## config.mk

```make
export PLATFORM = sky130hd
export DESIGN_NAME = pbcr_regs
export DESIGN_NICKNAME = d
export VERILOG_FILES = /design/src/rtl/pbcr_pkg.sv /design/src/rtl/pbcr_word_store.sv /design/src/rtl/pbcr_regs.sv
export SDC_FILE = /design/constraint.sdc
export NUM_CORES = 1
export LEC_CHECK = 0
export BUFFER_PORTS_ARGS = -buffer_cell sky130_fd_sc_hd__buf_4
export CORE_MARGIN = 2
export CORE_UTILIZATION = 40
export CTS_CLUSTER_SIZE = 40
export DETAILED_ROUTE_END_ITERATION = 16
export RECOVER_POWER = 25
export SLEW_MARGIN = 20
export SYNTH_ARGS = -nofsm -noshare
export SYNTH_HDL_FRONTEND = slang
export SYNTH_HIERARCHICAL = 1
export SYNTH_SLANG_ARGS = --single-unit
```

## constraint.sdc

```tcl
create_clock -name clk -period 5.8 [get_ports clk]
set_input_delay 0.58 -clock clk [delete_from_list [all_inputs] [get_ports clk]]
set_output_delay 0.58 -clock clk [all_outputs]
set_load 0.02 [all_outputs]
```

## src/rtl/pbcr_pkg.sv

```systemverilog
// Contract
// - 16-bit capability identifier in header bits 15:0, reset zero, lock-protected; 0x4 means budgeting.
// - 4-bit capability version in header bits 19:16, reset zero, lock-protected.
// - 8-bit writable select field, bits 7:0, reset zero, picks readout word.
// - select above seven makes the readout return all zeros.
// - readout register is read-only, returns the selected stored word for 0..7.
// - eight stored words accept writes only while the unlock bit is set.
package pbcr_pkg;
  localparam logic [11:0] PBCR_OFF_HEADER   = 12'h280;
  localparam logic [11:0] PBCR_OFF_SELECT   = 12'h284;
  localparam logic [11:0] PBCR_OFF_READOUT  = 12'h288;
  localparam logic [11:0] PBCR_OFF_WORD0    = 12'h300;
  localparam logic [11:0] PBCR_OFF_WORD7    = 12'h31C;
  localparam logic [11:0] PBCR_OFF_CONTROL  = 12'h404;
  localparam int          PBCR_NUM_WORDS    = 8;
  localparam logic [7:0]  PBCR_SEL_MAX      = 8'h07;
  localparam logic [31:0] PBCR_HEADER_RST   = 32'h0000_0000;
  localparam logic [7:0]  PBCR_SELECT_RST   = 8'h00;
  localparam logic [31:0] PBCR_WORD_RST     = 32'h0000_0000;
  localparam int          PBCR_CTL_WUNLOCK  = 0;
  localparam int          PBCR_CTL_HUNLOCK  = 1;

  typedef struct packed {
    logic [11:0] next_capability_pointer;
    logic [3:0]  capability_version;
    logic [15:0] capability_identifier;
  } pbcr_header_t;

  typedef struct packed {
    logic [11:0] addr;
    logic [31:0] wdata;
    logic        wr;
    logic        rd;
  } pbcr_req_t;
endpackage : pbcr_pkg

```

## src/rtl/pbcr_word_store.sv

```systemverilog
`timescale 1ns/1ps
`default_nettype none
module pbcr_word_store
  import pbcr_pkg::*;
(
  input  wire logic        clk,
  input  wire logic        nrst,
  input  wire logic        wr_en,
  input  wire logic [2:0]  wr_idx,
  input  wire logic [31:0] wr_data,
  input  wire logic        budget_word_unlock,
  input  wire logic [7:0]  value_select_field,
  input  wire logic [2:0]  rd_idx,
  output logic      [31:0] rd_word,
  output logic      [31:0] power_budget_readout
);
  logic [31:0] stored_budget_word [PBCR_NUM_WORDS];

  // sticky in the real part; here a plain reset keeps sim free of x
  genvar g;
  for (g = 0; g < PBCR_NUM_WORDS; g++) begin : g_word
    always_ff @(posedge clk) begin
      if (!nrst) begin
        stored_budget_word[g] <= PBCR_WORD_RST;
      end else if (wr_en && budget_word_unlock && wr_idx == 3'(g)) begin
        stored_budget_word[g] <= wr_data;
      end
    end
  end

  assign rd_word = stored_budget_word[rd_idx];

  always_comb begin
    if (value_select_field > PBCR_SEL_MAX) begin
      power_budget_readout = 32'h0000_0000;
    end else begin
      power_budget_readout = stored_budget_word[value_select_field[2:0]];
    end
  end
endmodule : pbcr_word_store
`default_nettype wire

```

## src/rtl/pbcr_regs.sv

```systemverilog
`timescale 1ns/1ps
`default_nettype none
module pbcr_regs
  import pbcr_pkg::*;
(
  input  wire logic        clk,
  input  wire logic        nrst,
  input  wire logic [11:0] addr,
  input  wire logic [31:0] wdata,
  input  wire logic        wr,
  input  wire logic        rd,
  output logic      [31:0] rdata,
  input  wire logic        loader_wr,
  input  wire logic [31:0] loader_header,
  output logic      [7:0]  value_select_out
);
  pbcr_header_t header_reg;
  logic [7:0]   select_reg;
  logic [1:0]   control_reg;
  logic [31:0]  rdata_reg;
  logic [31:0]  readout;
  logic [31:0]  word_rd;
  logic         word_hit;

  assign word_hit = (addr >= PBCR_OFF_WORD0) && (addr <= PBCR_OFF_WORD7) && (addr[1:0] == 2'h0);

  always_ff @(posedge clk) begin
    if (!nrst) begin
      control_reg <= 2'h0;
    end else if (wr && addr == PBCR_OFF_CONTROL) begin
      control_reg <= wdata[1:0];
    end
  end

  // loader wins over a bus write in the same cycle
  always_ff @(posedge clk) begin
    if (!nrst) begin
      header_reg <= PBCR_HEADER_RST;
    end else if (loader_wr) begin
      header_reg <= loader_header;
    end else if (wr && addr == PBCR_OFF_HEADER && control_reg[PBCR_CTL_HUNLOCK]) begin
      header_reg <= wdata;
    end
  end

  always_ff @(posedge clk) begin
    if (!nrst) begin
      select_reg <= PBCR_SELECT_RST;
    end else if (wr && addr == PBCR_OFF_SELECT) begin
      select_reg <= wdata[7:0];
    end
  end

  assign value_select_out = select_reg;

  pbcr_word_store u_store (
    .clk                  (clk),
    .nrst                 (nrst),
    .wr_en                (wr && word_hit),
    .wr_idx               (addr[4:2]),
    .wr_data              (wdata),
    .budget_word_unlock   (control_reg[PBCR_CTL_WUNLOCK]),
    .value_select_field   (select_reg),
    .rd_idx               (addr[4:2]),
    .rd_word              (word_rd),
    .power_budget_readout (readout)
  );

  // unmapped reads return zero; data only in the cycle after the strobe
  always_ff @(posedge clk) begin
    if (!nrst) begin
      rdata_reg <= 32'h0000_0000;
    end else if (!rd) begin
      rdata_reg <= 32'h0000_0000;
    end else if (addr == PBCR_OFF_HEADER) begin
      rdata_reg <= header_reg;
    end else if (addr == PBCR_OFF_SELECT) begin
      rdata_reg <= {24'h000000, select_reg};
    end else if (addr == PBCR_OFF_READOUT) begin
      rdata_reg <= readout;
    end else if (word_hit) begin
      rdata_reg <= word_rd;
    end else if (addr == PBCR_OFF_CONTROL) begin
      rdata_reg <= {30'h0, control_reg};
    end else begin
      rdata_reg <= 32'h0000_0000;
    end
  end

  assign rdata = rdata_reg;
endmodule : pbcr_regs
`default_nettype wire

```

# --- After elaboration in Yosys (flattened, before gate mapping) ---
# Memory sizes are Yosys's and may differ from the RTL's. A register that Yosys moved wholly into a read port is not among the register bits.
# Index checks and enable logic that the tools add are counted.
# W data, S select, Z words.
classes:
  magnitude_cmp: 3
  n_eq_ne: 11
  n_mux: 43
  bitwise: 8
  n_reduce_logical: 20
op_table:
  columns: ["operator", "count"]
  rows:
  - ["$mux W32", 15]
  - ["$eq A12 B10 Y1 const B", 3]
  - ["$mux W1", 25]
  - ["$logic_and A1 B1 Y1", 16]
  - ["$eq A12 B11 Y1 const B", 1]
  - ["$eq A3 B3 Y1 const B", 4]
  - ["$ge A12 B10 Y1 const B", 1]
  - ["$le A12 B10 Y1 const B", 1]
  - ["$gt A8 B3 Y1 const B", 1]
  - ["$or A1 B1 Y1", 8]
  - ["$eq A3 B2 Y1 const B", 2]
  - ["$mux W3", 2]
  - ["$eq A3 B1 Y1 const B", 1]
  - ["$logic_not A3 Y1", 1]
  - ["$logic_not A2 Y1", 1]
  - ["$mux W2", 1]
  - ["$reduce_and A2 Y1", 1]
  - ["$reduce_bool A2 Y1", 1]
totals:
  ff_bits: 74
  ramBits: 256
  input_bits: 81
  out_inout_bits: 40
  memories: 1
memory_table:
  columns: ["name", "depth", "word_bits", "read_ports", "rd_ports_with_merged_regs", "wr", "line_no", "source"]
  rows:
  - ["u_store.stored_budget_word", 8, 32, 2, 1, 8, "pbcr_word_store.sv:17", "logic [31:0] stored_budget_word [PBCR_NUM_WORDS];"]

# --- Logic depth before layout (Yosys ltp) ---
depth:
  ltp_word: 10
  mapped_depth: 9
  depth_no_buf: 7

# --- Hierarchy ---
# The synthesis kept the hierarchy.
by_module_without_submodules:
  columns: ["module", "instances", "cells_per_inst", "area_each_um2", "seq_area_each_um2"]
  rows:
  - ["pbcr_word_store", 1, 795, 13440.4, 7687.4]
  - ["pbcr_regs", 1, 412, 3469.6, 1481.4]

# --- Worst setup path before layout ---
# No wires, ideal clock.
synth_timing:
  path_type: "input-to-reg"
  startpoint: "input addr[11]"
  endpoint: "memory u_store.stored_budget_word[2][0] (enable)"
  arrival_ns: 4.349
  slack_ns: 0.986
  stages: 7
  n_path_buf: 2
  path_cell_list: "nor4_2 and3_1 buf_2 buf_2 and2_1 or3b_1 o21ai_0"
synth_rtl:
  columns: ["item", "line_no", "source"]
  rows:
  - ["from (decl)", "pbcr_regs.sv:8", "input wire logic [11:0] addr,"]
  - ["to (decl)", "pbcr_word_store.sv:17", null]

==> flow_metrics.env <==
export IMPL_synth_edff_count=256
export IMPL_drive_above_1_share_pct=24.3
export IMPL_design_core_area_sq_um=41900
export IMPL_failed_checks="capacitance limit, slew limit"
export IMPL_syn_instance_count=1207
export IMPL_path_max_fanout=18
export IMPL_nets=1384
export IMPL_grt_pass1_vias=11400
export IMPL_post_drt_wl_per_cell_um=27.2
export IMPL_drt_iter0_drc=1030
export IMPL_clockBufferDepth=3
export IMPL_ctsResizeCount=0
export IMPL_gp_congestion=0.800
export IMPL_clkSinkCount=330
export IMPL_clk_pin_slew_worst_paths_ns=0.06
export IMPL_max_vdd_ir_drop_mv=0.157
export IMPL_arrival_ns=4.24
export IMPL_start_util_pct=40.4
export IMPL_min_to="header_reg[10]"
export IMPL_fillers=3697
export IMPL_cts_root_buf="clkbuf_16"
export IMPL_yosysUniqueCellTypes=54
export IMPL_reg2reg_slack_ns=1.78
export IMPL_portBuffers=120
export IMPL_rsz0062_at_grt="false"
export IMPL_cts_made_buffers=38
export IMPL_via_count=11100
export IMPL_synth_main_ff_cell="edfxtp_1"
export IMPL_place_detailed_hpwl_um=30400
export IMPL_fmax_ghz=0.248
export IMPL_outcome="finished, violations left"
export IMPL_hold_class="in2reg"
export IMPL_setup_viol=0
export IMPL_grt_pass1_wl_um=75400
export IMPL_slowest_delay_ns=1.60
export IMPL_die_w_um=210
export IMPL_cts_max_level=2
export IMPL_track_usage_pct=23.4
export IMPL_hold_buffers=0
export IMPL_synthesis_area_sq_um=16900
export IMPL_grt_util_met1_pct=30.7
export IMPL_worstHoldStart="loader_header[10]"
export IMPL_routed_via_density=5.93
export IMPL_path_delay_family="compound AO/OA/AOI/OAI gates"
export IMPL_grt_use_met3_pct=3.38
export IMPL_cp_slowest_cell="o21ai_1"
export IMPL_drc_errors=0
export IMPL_grt_overflow=0
export IMPL_drv_slew=117
export IMPL_fin_tns_setup_ns=0
export IMPL_antenna_found_initial=1
export IMPL_die_y_um=210
export IMPL_fin_crit_sh_pct=69.4
export IMPL_core_rowCount=75
export IMPL_antenna_left=0
export IMPL_slew_headroom_pct=-58.2
export IMPL_path_class="in2reg"
export IMPL_area_growth_syn_to_layout_pct=14.8
export IMPL_cp_buffers_inverters=2
export IMPL_endpoint_kind="flop"
export IMPL_ios=121
export IMPL_syn_nets=1288
export IMPL_hold_path_depth=3
export IMPL_dp_cells=1801
export IMPL_rr_startpoint="value_select_out[0]"
export IMPL_yosysSeqAreaShare_pct=54.2
export IMPL_wl_um=50800
export IMPL_tightest_slew_ns=2.37
export IMPL_dr_pass1_iters=5
export IMPL_cts_setup_buffers=0
export IMPL_period_minus_slack_ns=4.03
export IMPL_avgSynthCellArea_sq_um=14.0
export IMPL_finClkSkew_ns=0.0143
export IMPL_synthArstFlopShare_pct=0
export IMPL_finalHoldViolCount=0
export IMPL_grt_start_max_net_pins=55
export IMPL_maxCapViolations=4
export IMPL_num_antenna_cells=0
export IMPL_cp_start_kind="primary input"
export IMPL_power_per_cell_area_nw_per_um2=278
export IMPL_r2r_end="rdata[7]"
export IMPL_ys_warn_count=6
export IMPL_synth_seq_cells=330
export IMPL_crit_chain="clkbuf_1, nor4_1, and3_1, and2_0, nand3_1, o21ai_1, buf_4"
export IMPL_cts_tree="built"
export IMPL_clkLatencyLatePin_ns=0.55
export IMPL_stdcell_count=1870
export IMPL_busiest_layer="met2"
export IMPL_die_area_sq_um=43900
export IMPL_crit_required_ns=6.01
export IMPL_largest_reg_flops=256
export IMPL_grtUsageMet2_pct=39.2
export IMPL_worst_r2r_path_depth=7
export IMPL_leakage_nw=6.96
[where the power goes]
| part | internal, mW | total [mW] | switching [mW] |
|---|---|---|---|
| clock network | 1.36 | 2.35 | 0.992 |
| logic | 0.172 | 0.378 | 0.206 |
| registers | 2.62 | 2.66 | 0.0418 |
[cells in the final DEF, fill, tap and decap left out, types with 12 or more instances in the layout]
master     count
a21oi_1       13
a22o_1        54
a22oi_1       24
a31oi_1       34
and2_0        17
and2_1       242
buf_4        104
clkbuf_1      47
clkbuf_16     39
dfxtp_1       74
edfxtp_1     256
mux2_2        24
mux2i_1       12
mux4_1        22
mux4_2       106
nand2_1       80
nor2_1        24
nor2b_1       13
o21ai_0       41
[routing by layer]
layer	share of wire, %	vias to the layer above
met5	0	-
met4	3.7	0
met3	5.8	101
met2	49	426
met1	41	5711
li1	-	4853
[final cells by class]
class	count	area [sq um]	area share [%]
sequential	330	9170	47.2
multi-input combinational	778	7300	37.6
timing repair buffer	152	1050	5.41
clock buffer	46	1030	5.32
tap	539	674	3.47
clock inverter	22	175	0.902
inverter	3	11.3	0.0580
[worst reg2reg max path, stage by stage (launching register included)]
cell     delay, ns
dfxtp_1       1.92
buf_4         0.62
mux4_2        0.57
a22o_1        0.25
nor2b_1       0.17
o22ai_1       0.11
a32oi_1       0.23
nor2_1        0.06
[per-stage QoR]
step	utilization, %	power (mW)	worst slack [ns]	hold WS (ns)	cell area, sq um
3_3_place_gp	43.7	3.07	2.10	0.466	18300
2_1_floorplan	-	2.91	0.986	0.445	16900
6_report	46.4	5.39	1.77	0.331	19400
5_1_grt	46.4	5.54	1.37	0.343	19400
4_1_cts	46.9	5.42	2.77	0.310	19600
3_5_place_dp	44.1	3.09	2.29	0.470	18400
[cells by family after synthesis]
| kind of cell | after synthesis | synth area share, % |
|---|---|---|
| buf+inv | 99 | 3.12 |
| compound gates | 187 | 7.58 |
| mux | 172 | 20.6 |
| flops | 330 | 54.2 |
| simple gates | 419 | 14.5 |
[cells in the mapped netlist (2+ instances only)]
| cell type | instances | area share [%] |
|---|---|---|
| o2bb2ai_1 | 4 | 0.21 |
| a211oi_1 | 6 | 0.27 |
| nor2_1 | 30 | 0.67 |
| nand4_1 | 4 | 0.15 |
| nand3_1 | 4 | 0.12 |
| mux4_2 | 106 | 14 |
| nor4bb_1 | 2 | 0.12 |
| buf_1 | 6 | 0.13 |
| and3b_1 | 2 | 0.10 |
| nor4_2 | 2 | 0.15 |
| nand2_1 | 80 | 1.8 |
| inv_1 | 2 | 0.044 |
| and3_1 | 2 | 0.074 |
| dfxtp_1 | 74 | 8.8 |
| mux4_1 | 22 | 3.4 |
| a22oi_1 | 24 | 1.1 |
| buf_4 | 7 | 0.31 |
| o21ai_0 | 47 | 1.4 |
| clkbuf_2 | 8 | 0.24 |
| nand3b_1 | 3 | 0.13 |
| o22ai_1 | 2 | 0.074 |
| clkbuf_1 | 41 | 0.91 |
| nor2b_1 | 13 | 0.48 |
| a31oi_1 | 34 | 1.3 |
| buf_6 | 10 | 0.67 |
| and4_1 | 2 | 0.10 |
| a21oi_1 | 13 | 0.38 |
| edfxtp_1 | 256 | 45 |
| mux2i_1 | 12 | 0.71 |
| mux2_4 | 8 | 0.71 |
| or3_1 | 2 | 0.074 |
| and2_1 | 259 | 9.6 |
| buf_2 | 23 | 0.68 |
| mux2_2 | 24 | 1.6 |
| a22o_1 | 54 | 2.8 |
[worst max path at each step]
stage	cells past startpoint	from	endpoint	slack, ns
4_1_cts	6	value_select_out[7]	rdata[20]	2.77
5_1_grt	6	value_select_out[0]	rdata[19]	1.37
3_3_place_gp	7	addr[1]	u_store/stored_budget_word[2][14]	2.10
2_1_floorplan	7	addr[11]	u_store/stored_budget_word[2][0]	0.99
6_report	7	addr[1]	u_store/stored_budget_word[7][31]	1.77
3_5_place_dp	8	addr[1]	u_store/stored_budget_word[5][13]	2.29
(Power assumes the default switching activity.)
